$ cat src/sld_defines.svh
// constants of the serial-in latched driver: widths, reset values, timing counts
`ifndef SLD_DEFINES_SVH
`define SLD_DEFINES_SVH

// ----------------------------------------
// structure
// ----------------------------------------
`define SLD_STAGES 8
`define SLD_BUF_DEPTH 2

// ----------------------------------------
// reset values
// ----------------------------------------
`define SLD_RST_BIT 1'b0
`define SLD_RST_WORD 8'h00

// ----------------------------------------
// timing, ns as printed, and derived cycle counts
// ----------------------------------------
`define SLD_MCLK_PERIOD_NS 10
`define SLD_T_SETUP_NS 75
`define SLD_T_HOLD_NS 75
`define SLD_T_CLK_WIDTH_NS 150
`define SLD_T_CLK_TO_STB_NS 300
`define SLD_T_STB_WIDTH_NS 100
// least times round up to whole cycles
`define SLD_CLK_TO_STB_CYC ((`SLD_T_CLK_TO_STB_NS + `SLD_MCLK_PERIOD_NS - 1) / `SLD_MCLK_PERIOD_NS)
`define SLD_STB_WIDTH_CYC ((`SLD_T_STB_WIDTH_NS + `SLD_MCLK_PERIOD_NS - 1) / `SLD_MCLK_PERIOD_NS)
`define SLD_CNT_W 6

`endif

$ cat src/sld_pkg.sv
// types of the serial-in latched driver
package sld_pkg;

   // ----------------------------------------
   // shift progress since the last strobe
   // ----------------------------------------
   typedef enum logic [2:0] {
      SLD_ST_IDLE = 3'b001,
      SLD_ST_SHIFT = 3'b010,
      SLD_ST_FULL = 3'b100
   } sld_state_t;

endpackage

$ cat src/sld_edge.sv
// rising and falling edge detector for a synchronous input level
`timescale 1ns/10ps
module sld_edge (
   input wire logic mclk,
   input wire logic rstn,
   input wire logic level_in,
   output logic level_q,
   output logic rise,
   output logic fall
);
   logic prev_q;

   // ----------------------------------------
   // sample and previous value
   // ----------------------------------------
   always_ff @(posedge mclk or negedge rstn) begin
      if (!rstn) begin
         level_q <= 1'b0;
         prev_q <= 1'b0;
      end else begin
         level_q <= level_in;
         prev_q <= level_q;
      end
   end

   assign rise = level_q & ~prev_q;
   assign fall = ~level_q & prev_q;
endmodule // sld_edge

$ cat src/sld_buf.sv
// two-entry buffer with valid and ready on both sides
`timescale 1ns/10ps
module sld_buf #(
   parameter int WIDTH = 8,
   parameter int DEPTH = 2
) (
   input wire logic mclk,
   input wire logic rstn,
   input wire logic in_valid,
   input wire logic [WIDTH-1:0] in_data,
   output logic in_ready,
   output logic out_valid,
   output logic [WIDTH-1:0] out_data,
   input wire logic out_ready
);
   // ----------------------------------------
   // parameter check
   // ----------------------------------------
   generate
      if (DEPTH != 2) begin : g_bad_depth
         $error("sld_buf supports a depth of two only");
      end
   endgenerate

   logic [WIDTH-1:0] mem_q [0:1];
   logic wr_ptr_q;
   logic rd_ptr_q;
   logic [1:0] count_q;
   logic push;
   logic pop;

   assign push = in_valid & in_ready;
   assign pop = out_valid & out_ready;
   assign in_ready = (count_q != 2'd2);
   assign out_valid = (count_q != 2'd0);
   assign out_data = mem_q[rd_ptr_q];

   // ----------------------------------------
   // storage and pointers
   // ----------------------------------------
   always_ff @(posedge mclk or negedge rstn) begin
      if (!rstn) begin
         mem_q[0] <= '0;
         mem_q[1] <= '0;
         wr_ptr_q <= 1'b0;
         rd_ptr_q <= 1'b0;
         count_q <= 2'd0;
      end else begin
         if (push) begin
            mem_q[wr_ptr_q] <= in_data;
            wr_ptr_q <= ~wr_ptr_q;
         end
         if (pop) begin
            rd_ptr_q <= ~rd_ptr_q;
         end
         count_q <= count_q + {1'b0, push} - {1'b0, pop};
      end
   end
endmodule // sld_buf

$ cat src/sld_top.sv
// serial-in latched driver: shift register, strobe latches, blanked outputs
`timescale 1ns/10ps
`include "sld_defines.svh"
module sld_top #(
   parameter int STAGES = `SLD_STAGES,
   parameter int BUF_DEPTH = `SLD_BUF_DEPTH
) (
   input wire logic mclk,
   input wire logic rstn,
   input wire logic ser_clk,
   input wire logic ser_in,
   input wire logic strobe,
   input wire logic out_en_blank,
   output logic ser_out,
   output logic [STAGES-1:0] drive_on,
   output logic word_valid,
   output logic [STAGES-1:0] word_data,
   input wire logic word_ready,
   output logic word_room,
   output logic frame_full,
   output logic strobe_short,
   output logic strobe_early,
   output sld_pkg::sld_state_t shift_state
);
   import sld_pkg::*;

   // ----------------------------------------
   // parameter check
   // ----------------------------------------
   generate
      if (STAGES < 2 || STAGES > 32) begin : g_bad_stages
         $error("sld_top needs between 2 and 32 stages");
      end
      // the drop warning on word_room assumes exactly two entries
      if (BUF_DEPTH != 2) begin : g_bad_depth
         $error("sld_top needs a two-entry word buffer");
      end
   endgenerate

   // ----------------------------------------
   // functions
   // ----------------------------------------
   // saturating increment of a cycle counter
   function automatic logic [`SLD_CNT_W-1:0] sat_inc(input logic [`SLD_CNT_W-1:0] v);
      sat_inc = (&v) ? v : v + 1'b1;
   endfunction

   // ----------------------------------------
   // declarations
   // ----------------------------------------
   localparam logic [`SLD_CNT_W-1:0] STB_MIN = `SLD_CNT_W'(`SLD_STB_WIDTH_CYC);
   localparam logic [`SLD_CNT_W-1:0] CLK_STB_MIN = `SLD_CNT_W'(`SLD_CLK_TO_STB_CYC);
   localparam logic [5:0] STAGES_W = 6'(STAGES);

   logic sclk_lvl;
   logic sclk_rise;
   logic stb_lvl;
   logic stb_rise;
   logic stb_fall;
   logic sdi_q;
   logic [STAGES-1:0] shift_q;
   logic [STAGES-1:0] shift_d;
   logic [STAGES-1:0] latch_q;
   logic [STAGES-1:0] latch_d;
   logic [STAGES-1:0] drive_q;
   logic [STAGES-1:0] drive_d;
   logic blank_q;
   logic [5:0] bits_q;
   logic [5:0] bits_d;
   sld_state_t state_q;
   sld_state_t state_d;
   logic [`SLD_CNT_W-1:0] stb_cnt_q;
   logic [`SLD_CNT_W-1:0] since_clk_q;
   logic strobe_short_q;
   logic strobe_early_q;
   logic [`SLD_CNT_W-1:0] stb_cnt_d;
   logic [`SLD_CNT_W-1:0] since_clk_d;
   logic strobe_short_d;
   logic strobe_early_d;
   logic push_valid;
   logic buf_in_ready;
   logic buf_out_valid;
   logic [STAGES-1:0] buf_out_data;
   logic word_valid_q;
   logic [STAGES-1:0] word_data_q;
   logic word_room_q;
   logic hand_taken;

   // ----------------------------------------
   // input sampling
   // ----------------------------------------
   // data is delayed by one sample so it lines up with the clock edge detector
   sld_edge u_sclk_edge (
      .mclk(mclk),
      .rstn(rstn),
      .level_in(ser_clk),
      .level_q(sclk_lvl),
      .rise(sclk_rise),
      .fall()
   );

   sld_edge u_stb_edge (
      .mclk(mclk),
      .rstn(rstn),
      .level_in(strobe),
      .level_q(stb_lvl),
      .rise(stb_rise),
      .fall(stb_fall)
   );

   always_ff @(posedge mclk or negedge rstn) begin
      if (!rstn) begin
         sdi_q <= `SLD_RST_BIT;
         blank_q <= 1'b1;
      end else begin
         sdi_q <= ser_in;
         blank_q <= out_en_blank;
      end
   end

   // ----------------------------------------
   // shift register
   // ----------------------------------------
   // stage 0 is the entry, stage STAGES-1 feeds the serial output
   assign shift_d = sclk_rise ? {shift_q[STAGES-2:0], sdi_q} : shift_q;

   always_ff @(posedge mclk or negedge rstn) begin
      if (!rstn) begin
         shift_q <= '0;
      end else begin
         shift_q <= shift_d;
      end
   end

   // last stage is itself a flop, so the cascade pin moves only after a shift
   assign ser_out = shift_q[STAGES-1];

   // ----------------------------------------
   // output latches
   // ----------------------------------------
   // transparent: the latch follows the register one sample behind
   assign latch_d = stb_lvl ? shift_q : latch_q;

   always_ff @(posedge mclk or negedge rstn) begin
      if (!rstn) begin
         latch_q <= STAGES'(`SLD_RST_WORD);
      end else begin
         latch_q <= latch_d;
      end
   end

   // ----------------------------------------
   // output drivers
   // ----------------------------------------
   // strobe tied high with blanking low shows shifting data on the loads
   assign drive_d = blank_q ? '0 : latch_d;

   always_ff @(posedge mclk or negedge rstn) begin
      if (!rstn) begin
         drive_q <= '0;
      end else begin
         drive_q <= drive_d;
      end
   end

   assign drive_on = drive_q;

   // ----------------------------------------
   // shift progress
   // ----------------------------------------
   always_comb begin
      bits_d = bits_q;
      state_d = state_q;
      if (stb_lvl) begin
         bits_d = 6'd0;
      end else if (sclk_rise && bits_q != STAGES_W) begin
         bits_d = bits_q + 6'd1;
      end
      case (state_q)
         SLD_ST_IDLE: begin
            if (!stb_lvl && sclk_rise) begin
               state_d = (STAGES_W == 6'd1) ? SLD_ST_FULL : SLD_ST_SHIFT;
            end
         end
         SLD_ST_SHIFT: begin
            if (stb_lvl) begin
               state_d = SLD_ST_IDLE;
            end else if (bits_d == STAGES_W) begin
               state_d = SLD_ST_FULL;
            end
         end
         SLD_ST_FULL: begin
            if (stb_lvl) begin
               state_d = SLD_ST_IDLE;
            end
         end
         default: begin
            state_d = SLD_ST_IDLE;
         end
      endcase
   end

   always_ff @(posedge mclk or negedge rstn) begin
      if (!rstn) begin
         bits_q <= 6'd0;
         state_q <= SLD_ST_IDLE;
      end else begin
         bits_q <= bits_d;
         state_q <= state_d;
      end
   end

   assign shift_state = state_q;
   assign frame_full = state_q[2];

   // ----------------------------------------
   // strobe timing checks
   // ----------------------------------------
   // checks only report; the latches still act, as the real part would
   assign stb_cnt_d = stb_rise ? `SLD_CNT_W'(1) : (stb_lvl ? sat_inc(stb_cnt_q) : stb_cnt_q);
   assign since_clk_d = sclk_rise ? '0 : sat_inc(since_clk_q);
   assign strobe_short_d = stb_fall && (stb_cnt_q < STB_MIN);
   assign strobe_early_d = stb_rise && (since_clk_q < CLK_STB_MIN);

   always_ff @(posedge mclk or negedge rstn) begin
      if (!rstn) begin
         stb_cnt_q <= '0;
         since_clk_q <= '1;
         strobe_short_q <= 1'b0;
         strobe_early_q <= 1'b0;
      end else begin
         stb_cnt_q <= stb_cnt_d;
         since_clk_q <= since_clk_d;
         strobe_short_q <= strobe_short_d;
         strobe_early_q <= strobe_early_d;
      end
   end

   assign strobe_short = strobe_short_q;
   assign strobe_early = strobe_early_q;

   // ----------------------------------------
   // captured word stream
   // ----------------------------------------
   // each closing strobe pushes the held word; a full buffer drops it
   // and word_room warns the controller before that happens
   assign push_valid = stb_fall;

   sld_buf #(
      .WIDTH(STAGES),
      .DEPTH(BUF_DEPTH)
   ) u_buf (
      .mclk(mclk),
      .rstn(rstn),
      .in_valid(push_valid),
      .in_data(latch_q),
      .in_ready(buf_in_ready),
      .out_valid(buf_out_valid),
      .out_data(buf_out_data),
      .out_ready(hand_taken)
   );

   // output stage registers the buffer head; taken when empty or accepted
   assign hand_taken = buf_out_valid && (!word_valid_q || word_ready);

   always_ff @(posedge mclk or negedge rstn) begin
      if (!rstn) begin
         word_valid_q <= 1'b0;
         word_data_q <= '0;
         word_room_q <= 1'b0;
      end else begin
         if (hand_taken) begin
            word_valid_q <= 1'b1;
            word_data_q <= buf_out_data;
         end else if (word_ready) begin
            word_valid_q <= 1'b0;
         end
         word_room_q <= buf_in_ready;
      end
   end

   assign word_valid = word_valid_q;
   assign word_data = word_data_q;
   assign word_room = word_room_q;
endmodule // sld_top

$ cat config.mk
export PLATFORM = sky130hd
export DESIGN_NAME = sld_top
export DESIGN_NICKNAME = d
export VERILOG_FILES = /design/src/sld_pkg.sv /design/src/sld_edge.sv /design/src/sld_buf.sv /design/src/sld_top.sv
export VERILOG_INCLUDE_DIRS = /design/src /design/src/src
export SDC_FILE = /design/constraint.sdc
export NUM_CORES = 1
export LEC_CHECK = 0
export ABC_AREA = 1
export BUFFER_PORTS_ARGS = -buffer_cell sky130_fd_sc_hd__buf_4
export CAP_MARGIN = 30
export CORE_MARGIN = 2
export CORE_UTILIZATION = 54
export CTS_CLUSTER_DIAMETER = 30
export CTS_CLUSTER_SIZE = 8
export DETAILED_ROUTE_END_ITERATION = 8
export PLACE_DENSITY = 0.79
export SKIP_CTS_REPAIR_TIMING = 1
export SLEW_MARGIN = 20
export SYNTH_ARGS = -nofsm -noshare
export SYNTH_HDL_FRONTEND = slang
export SYNTH_SLANG_ARGS = --single-unit
export TNS_END_PERCENT = 20
$ cat constraint.sdc
create_clock -name mclk -period 2.6 [get_ports mclk]
set_clock_uncertainty 0.05 [all_clocks]
set_input_delay 0.52 -clock mclk [delete_from_list [all_inputs] [get_ports mclk]]
set_output_delay 0.52 -clock mclk [all_outputs]
set_load 0.01 [all_outputs]
==> results.md, run 1 <==
- Drt initial violations: 150
- Synth async-reset ratio: 1.00
- WL final: roughly 6.3 mm
- CP endpoint kind: register
- Worst-Skew Late Latency: between 0.3 and 0.4 ns
- Site Rows: 29
- # Max-Cap Violations: 0
- CTS tree: yes
- Synth Register Bits: between 80 and 90
- Outcome: finished, final reports clean
- Final WS setup: roughly 0.76 ns
- Layout cells sized above 1: 0.198
- HPWL after DPL: about 4.4 mm
- WL/cell: approximately 13 um
- Largest net degree at the start of global routing: 48
- Synth Area per Inst: about 9.8 um^2
- Cell accounting for the most synthesized area: dfrtp_1
- Reg2Reg Depth: 7
- Hold Fails Final Rpt: 0
- IO buf count: 31
- Multi-input combinational cell area: 0.00122 mm^2
- Clock transition at the registers of the reported paths: approximately 0.080 ns
- Final slew viol count: 0
- Max Freq: roughly 540 MHz
- Netlist cell types: 35
- Via count: 2497
- Bufs on Longest Clock Path: 2
- CP Launch Type: register
- Place WS: around 0.65 ns
- Least-Margin Pin Slew: 0.489 ns
- FF+latch area: between 0.002 and 0.0025 mm^2
- Core box area: 0.00631 mm^2
- Cells after Synth: 359
- Maximum vdd drop: ~570 uV
- RSZ-0062 raised after global routing: false
- Initial core utilization: 0.555
- Final net count: between 400 and 500
- Setup violators final: 0
- Vias in the first global route: around 2500
- Design Area, Final: between 0.004 and 0.005 mm^2
- Final worst path period share: 0.709
- Setup slack, reg-to-reg: 0.76 ns
- TritonCTS Buffers: 9
- Dpl cell area: ~0.0038 mm^2
- Post-layout min period: between 1.5 and 2 ns
- Lkg Pwr: ~2 nW
- Top FF cell, synth: dfrtp_1
- Fill cell count: around 500
- Slew HR: 0.674
- Vias/cell: approximately 5.3
- H-tree depth: 3
- Die area: approximately 0.0072 mm^2
- RePlAce Congestion: ~0.85
- Global-route usage over all layers: 0.197
- Setup TNS: 0 ns
- ANT cells: 0
- Mapped cell area: 0.00350 mm^2
- TritonCTS Sinks: 83
- Die height: between 80 and 90 um
- Synth top area share: 0.536
- CP Launch Point: u_stb_edge.level_q
- Antenna violations before repair: 0
- CP max FO: 18
- Worst R2R End: shift_state[1]
- Layout area overhead: 15.5%
- Drt pass-1 iters: 4
- First-pass GRT wire length: 11.2 mm
- Root Buffer: clkbuf_8
- Min-Delay Path Class: input port to async pin
- DRC Markers: 0
- Crit path to: shift_state[1]
- Register area share after synthesis: 0.596
- I/O pin total: 32
- Pwr dens: approximately 960 mW/mm^2
- Worst path arrival time: a little over 2 ns
- Total gr overflow: 0
- RR Startpoint: u_stb_edge.level_q
- Number of synthesized flops with an enable pin: 0
- Die W: ~85 um
- Final Core Density: 0.641
- WP data required: ~2.8 ns
- Yosys warns: 0
- DRT antenna net count: 0
- Kind of critical path: register to register
- Main area contributors after synthesis: dfrtp_1 (54%), nand2_1 (10%), dfstp_2 (6.0%), mux2_1 (5.1%), inv_1 (3.2%)
- Syn nets: around 370
-- kinds of logic (layout without fill, tap and decap cells) --
kind of cell               Yosys count  count (layout)  share of synthesized area
AOI/OAI and AO/OA                   41              41                     0.0685
xor gates and xnor gates             5               5                     0.0125
buffers and inverters               49              88                     0.0550
adders and majority gates            6               6                     0.0214
and+or+nand+nor                    159             159                      0.196
muxes                               16              16                     0.0514
DFF                                 83              83                      0.596
-- worst min path at each step --
stage / slack (ns) / cells past startpoint / endpoint / from
finish: 0.07 / 1 / word_data[5] / rstn
global route: 0.09 / 1 / word_data[7] / rstn
CTS: 0.06 / 1 / word_data[7] / rstn
detailed placement: 0.37 / 0 / u_sclk_edge.prev_q / u_sclk_edge.level_q
global placement: 0.36 / 0 / u_sclk_edge.prev_q / u_sclk_edge.level_q
floorplan: 0.17 / 0 / bits_q[0] / rstn
-- synthesized netlist by cell type (3+ instances only) --
cell and number:
nor2_1 29, inv_1 30, o21ai_0 4, mux2_1 16
xor2_1 3, dfrtp_1 75, clkbuf_1 3, nor2_2 6
o21ai_1 7, buf_2 3, nand4_1 3, dfstp_2 8
nand2_1 95, a31oi_1 9, inv_2 9, nand2_2 3
a21oi_1 14, ha_1 6, nand3_1 15
-- power breakdown --
group / total [W] / internal, W / switching (W)
sequential: 0.00190 / 0.00165 / 0.000248
combinational: 0.000910 / 0.000421 / 0.000488
clock: 0.00108 / 0.000637 / 0.000440
-- area by class of cell --
cell class | instances | area share
clock buffer | 11 | 0.0325
inverter | 41 | 0.0383
tap | 77 | 0.0238
timing repair buffer | 32 | 0.0625
multi-input combinational | 227 | 0.303
clock inverter | 4 | 0.0244
sequential | 83 | 0.516
-- critical path, cell delays in order (launching register included) --
cell and delay, ns:
dfrtp_1 0.65, clkinv_2 0.38, nand3_1 0.22, nand2_1 0.09, nor2_2 0.13, nand2_1 0.07
nand2_1 0.07, o21ai_1 0.06
-- placed cells by master (no fill, tap or decap), types with 9 or more instances in the layout --
cell type,instances
nand2_1,95
dfrtp_1,75
buf_4,31
inv_1,30
nor2_1,29
mux2_1,16
nand3_1,15
a21oi_1,14
inv_2,9
a31oi_1,9
clkbuf_8,9
-- flip-flops by register name (all words and copies together) (netlist names), 2 cells and up --
| name | flops |
|---|---|
| word_data | 8 |
| bits_q | 6 |
| since_clk_q | 6 |
| u_buf.mem_q | 16 |
| shift_state | 3 |
| latch_q | 8 |
| drive_on | 8 |
| shift_q | 8 |
| stb_cnt_q | 6 |
| u_buf.count_q | 2 |
-- metal layers --
| metal | track usage | part of all wire | routed length, um |
|---|---|---|---|
| met1 | 0.250 | 0.46 | 2890 |
| met2 | 0.315 | 0.48 | 3030 |
| met3 | 0.0570 | 0.038 | 239 |
| met4 | 0.0866 | 0.021 | 129 |
| met5 | 0 | 0 | 0 |
-- stage by stage --
| step | total power [W] | instances | hold WS (ns) |
|---|---|---|---|
| 3_5_place_dp | 0.00284 | 460 | 0.370 |
| 2_1_floorplan | 0.00248 | 359 | 0.174 |
| 5_1_grt | 0.00414 | 475 | 0.0875 |
| 4_1_cts | 0.00393 | 475 | 0.0627 |
| 3_3_place_gp | 0.00277 | 460 | 0.365 |
| 6_report | 0.00389 | 475 | 0.0662 |
Note: power is estimated with default switching activity, not from simulation.
==> inputs of run 2 (changes only) <==
- clock period: 2.6 -> 1.86 ns (I/O delays scaled with it)
==> run 2 against run 1 <==
Effect of this change: non-clock buffer count is 5 higher; clock-buffer cell count stayed put; fmax is 7.2% higher; via count is 2.9% lower; cell count is 1.3% higher; sequential share of layout area is 0.096 points higher; critical path depth is 4 higher; clock power is 8% higher; sequential cell count stayed put; first-iteration DRC count is 19% higher; sequential power is 39% higher; largest cell class unchanged.
==> results.md, run 2 (synthesis results as in run 1) <==
- Crit path largest cell delay: around 0.42 ns
- TritonCTS Buffers: 9
- Final net count: 412
- # Max-Cap Violations: 0
- Final WS setup: between 0.1 and 0.15 ns
- H-tree depth: 3
- ANT cells: 0
- Worst path arrival time: between 1.5 and 2 ns
- CTS tree: yes
- CP Launch Type: register
- Largest register FFs: 16
- Global-route usage over all layers: 0.191
- Worst-path cell chain: inv_1 > ha_1 > nand3_2 > nand2_1 > nand2_1 > nand3_1 > nand2_1 > nor2_2 > nand2_1 > nand2_1 > o21ai_1
- HPWL after DPL: ~4.3 mm
- Layout cells sized above 1: 0.215
- Total gr overflow: 0
- WL/cell: about 13 um
- Lkg Pwr: ~2 nW
- Hold Fails Final Rpt: 0
- Largest net degree at the start of global routing: 34
- CP max FO: 6
- Core box area: ~0.0063 mm^2
- WP data required: 2.03 ns
- IO buf count: 31
- Most used cell, CP: nand2_1
- Site Rows: 29
- Least-Margin Pin Slew: between 0.3 and 0.4 ns
- Biggest register: u_buf.mem_q
- Die W: 84.6 um
- Most common cell after layout, fill and taps aside: nand2_1
- Final Core Density: 0.640
- WL final: roughly 6.1 mm
- Slowest cell on crit path: dfrtp_1
- Clock transition at the registers of the reported paths: approximately 0.090 ns
- Setup violators final: 0
- First-pass GRT wire length: 10.8 mm
- Kind of critical path: register to register
- Setup TNS: 0 ns
- Vias/cell: roughly 5.0
- Root Buffer: clkbuf_8
- Die area: between 0.007 and 0.008 mm^2
- Final worst path period share: 0.924
- DRT antenna net count: 0
- Post-layout min period: 1.72 ns
- Vias in the first global route: 2395
- Slew HR: 0.740
- Outcome: finished, final reports clean
- Worst-Skew Late Latency: roughly 0.34 ns
- Maximum vdd drop: 791 uV
- Most frequent cells in the layout: nand2_1 (94), dfrtp_1 (75), buf_4 (35), inv_1 (30), nor2_1 (28)
- Initial core utilization: 0.555
- I/O pin total: 32
- Layout area overhead: 15.2%
- TritonCTS Sinks: 83
- CP endpoint kind: register
- Overall power: roughly 0.0051 W
- Place WS: 0.212 ns
- RSZ-0062 raised after global routing: false
- Drt initial violations: approximately 180
- Drt pass-1 iters: 5
- Fill cell count: 520
- Antenna violations before repair: 0
- Bufs on Longest Clock Path: 2
- Max Freq: approximately 580 MHz
- Pwr dens: roughly 1300 mW/mm^2
- DRC Markers: 0
- Final slew viol count: 0
- RePlAce Congestion: between 0.8 and 0.9
- Min-Delay Path Class: input port to register
- Via count: about 2400
- Die height: 84.6 um
==> run 2: power by group <==
group,internal (W),leakage (nW),switching [W]
registers,0.00231,1.05,0.000333
clock network,0.000524,0.0820,0.000646
logic,0.000612,0.887,0.000677
==> run 2: worst max-delay path, delay by kind of cell (launching register included) <==
| family | cells | cell delay, ns |
|---|---|---|
| compound gates | 1 | 0.06 |
| fa+ha+maj | 1 | 0.17 |
| buf+inv | 1 | 0.12 |
| flops | 1 | 0.42 |
| simple gates | 8 | 0.78 |
==> run 2: path summary, 6_finish.rpt <==
path | startpoint | to | slack [ns] | cells past startpoint
max | bits_q[1] | shift_state[1] | 0.14 | 11
min reg2reg | u_sclk_edge.level_q | u_sclk_edge.prev_q | 0.38 | 0
max in group asynchronous | rstn | shift_state[0] | 0.83 | 3
max reg2reg | bits_q[1] | shift_state[1] | 0.14 | 11
min in group asynchronous | rstn | u_buf.mem_q[3] | 0.36 | 2
min | strobe | u_stb_edge.level_q | 0.08 | 1
==> run 2: final cells by class <==
cell class	instances	area, um^2	share of cell area
multi-input combinational	227	1230	0.305
tap	77	96.3	0.0239
clock buffer	11	141	0.0350
sequential	83	2090	0.517
timing repair buffer	37	293	0.0725
clock inverter	5	36.3	0.00898
inverter	41	155	0.0384
==> run 2: metal layers <==
layer | global-route usage | share of wire | up-vias
met2 | 0.296 | 0.47 | 50
met5 | 0 | 0 | -
met1 | 0.258 | 0.47 | 1123
li1 | - | - | 1237
met4 | 0.0909 | 0.023 | 0
met3 | 0.0393 | 0.032 | 14
==> run 2: per-stage QoR <==
step	hold WS (ns)	area [um^2]	instances
global placement	0.183	3850	464
CTS	-0.199	4020	480
global route	0.0496	4040	481
detailed placement	0.180	3850	464
finish	0.0773	4040	481
floorplan	0.0264	3500	359
==> inputs of run 3 (changes only) <==
- clock period: 1.86 -> 1.9 ns (I/O delays scaled with it)
==> run 3 against run 2 <==
Effect of this change: fmax up 2.0%; wire length up 2.8%; largest cell class unchanged; critical path depth down 1; power up 1.7%; register-to-register slack better by 0.07 ns.
==> results.md, run 3 (synthesis results as in run 1) <==
- Outcome: finished, final reports clean
- Layout area overhead: 15.8%
- Final worst path period share: 0.888
- HPWL after DPL: 4.48 mm
- First-pass GRT wire length: about 11 mm
- Root Buffer: clkbuf_8
- Clock transition at the registers of the reported paths: ~0.090 ns
- Sw frac: 0.327
- Pwr dens: 1280 mW/mm^2
- Final Core Density: 0.643
- Drt initial violations: around 130
- Setup slack, reg-to-reg: approximately 0.21 ns
- Total gr overflow: 0
- IO buf count: 31
- Kind of critical path: register to register
- Setup violators final: 0
- Drt pass-1 iters: 4
- Die height: between 80 and 90 um
- Die W: between 80 and 90 um
- Sw Pwr: approximately 0.0017 W
- CP max FO: 4
- Fill cell count: around 500
- Slew HR: 0.752
- WL final: between 6 and 7 mm
- Max Freq: approximately 590 MHz
- WL/cell: 13.1 um
- Site Rows: 29
- Setup TNS: 0 ns
- Largest register FFs: 16
- Initial core utilization: 0.555
- Vias/cell: 5.22
- TritonCTS Buffers: 9
- CTS tree: yes
- Antenna violations before repair: 0
- RePlAce Congestion: between 0.8 and 0.9
- Combinational share of power: 0.244
- Largest net degree at the start of global routing: 44
- Clk pwr share: 0.256
- DRC Markers: 0
- ANT cells: 0
- Least-Margin Pin Slew: roughly 0.37 ns
- RSZ-0062 raised after global routing: false
- I/O pin total: 32
- Bufs on Longest Clock Path: 2
- CP Launch Point: since_clk_q[1]
- DRT antenna net count: 0
- Vias in the first global route: about 2500
- Core box area: approximately 0.0063 mm^2
- Global-route usage over all layers: 0.199
- CP endpoint kind: register
- Biggest register: u_buf.mem_q
- CP Launch Type: register
- Hold Startpoint: ser_in
- TritonCTS Sinks: 83
- H-tree depth: 3
- Final slew viol count: 0
- Most common cell after layout, fill and taps aside: nand2_1
- Sequential Power Share: 0.500
- Layout cells sized above 1: 0.211
- P_int: 0.00349 W
- WP data required: 2.14 ns
- Via count: 2507
- Maximum vdd drop: 967 uV
- # Max-Cap Violations: 0
- Most frequent cells in the layout: nand2_1 (95), dfrtp_1 (75), buf_4 (34), inv_1 (30), nor2_1 (29)
- Worst-Skew Late Latency: roughly 0.36 ns
- Hold Fails Final Rpt: 0
- Post-layout min period: between 1.5 and 2 ns
- RR Startpoint: since_clk_q[1]
- Worst path arrival time: between 1.5 and 2 ns
- Die area: 0.00715 mm^2
- Min-Delay Path Class: input port to register
- Lkg Pwr: around 2 nW
- Final net count: 411
==> run 3: power groups by stage <==
stage,registers (W),logic [W],clock network [W]
2_1_floorplan,0.00259,0.000796,0
3_3_place_gp,0.00260,0.00122,0
3_5_place_dp,0.00263,0.00128,0
4_1_cts,0.00259,0.00128,0.00137
5_1_grt,0.00266,0.00143,0.00144
6_report,0.00260,0.00126,0.00133
==> run 3: layout make-up <==
class | instances | area (um^2) | area share
Clock inverter | 7 | 85.1 | 0.0210
Timing Repair Buffer | 36 | 285 | 0.0703
Multi-Input combinational cell | 227 | 1220 | 0.302
Tap cell | 77 | 96.3 | 0.0237
Clock buffer | 9 | 124 | 0.0305
Inverter | 41 | 155 | 0.0382
Sequential cell | 83 | 2090 | 0.514
==> run 3: critical path, cell delays in order (launching register included) <==
cell and delay (ns):
dfstp_2 0.56, ha_1 0.18, inv_1 0.04, nor2_1 0.14, inv_1 0.07, nor2_1 0.12, nand2_1 0.14, inv_2 0.10
nor2_1 0.05, o21ai_1 0.11, a21oi_1 0.05
==> run 3: path summary, 6_finish.rpt <==
path,end,cells past startpoint
setup / recovery,since_clk_q[3],10
hold / removal,sdi_q,1
setup reg to reg,since_clk_q[3],10
hold reg to reg,u_sclk_edge.prev_q,0
max in group asynchronous,shift_state[0],3
min in group asynchronous,word_data[7],2
==> run 3: stage by stage <==
step           worst slack, ns  cell area [um^2]  total power (W)  instances  hold slack [ns]
2_1_floorplan            0.179              3500          0.00339        359           0.0344
3_3_place_gp             0.294              3840          0.00382        463            0.244
3_5_place_dp             0.240              3840          0.00390        463            0.245
4_1_cts                  0.232              4050          0.00524        479           -0.158
5_1_grt                 0.0255              4060          0.00553        480           0.0534
6_report                 0.214              4060          0.00519        480           0.0705
==> run 3: metal layers <==
layer,wire [um],track usage,part of all wire,vias to the layer above
li1,-,-,-,1239
met5,0,0,0,-
met3,233,0.0472,0.037,14
met1,2930,0.262,0.47,1199
met2,3020,0.317,0.48,55
met4,113,0.0851,0.018,0
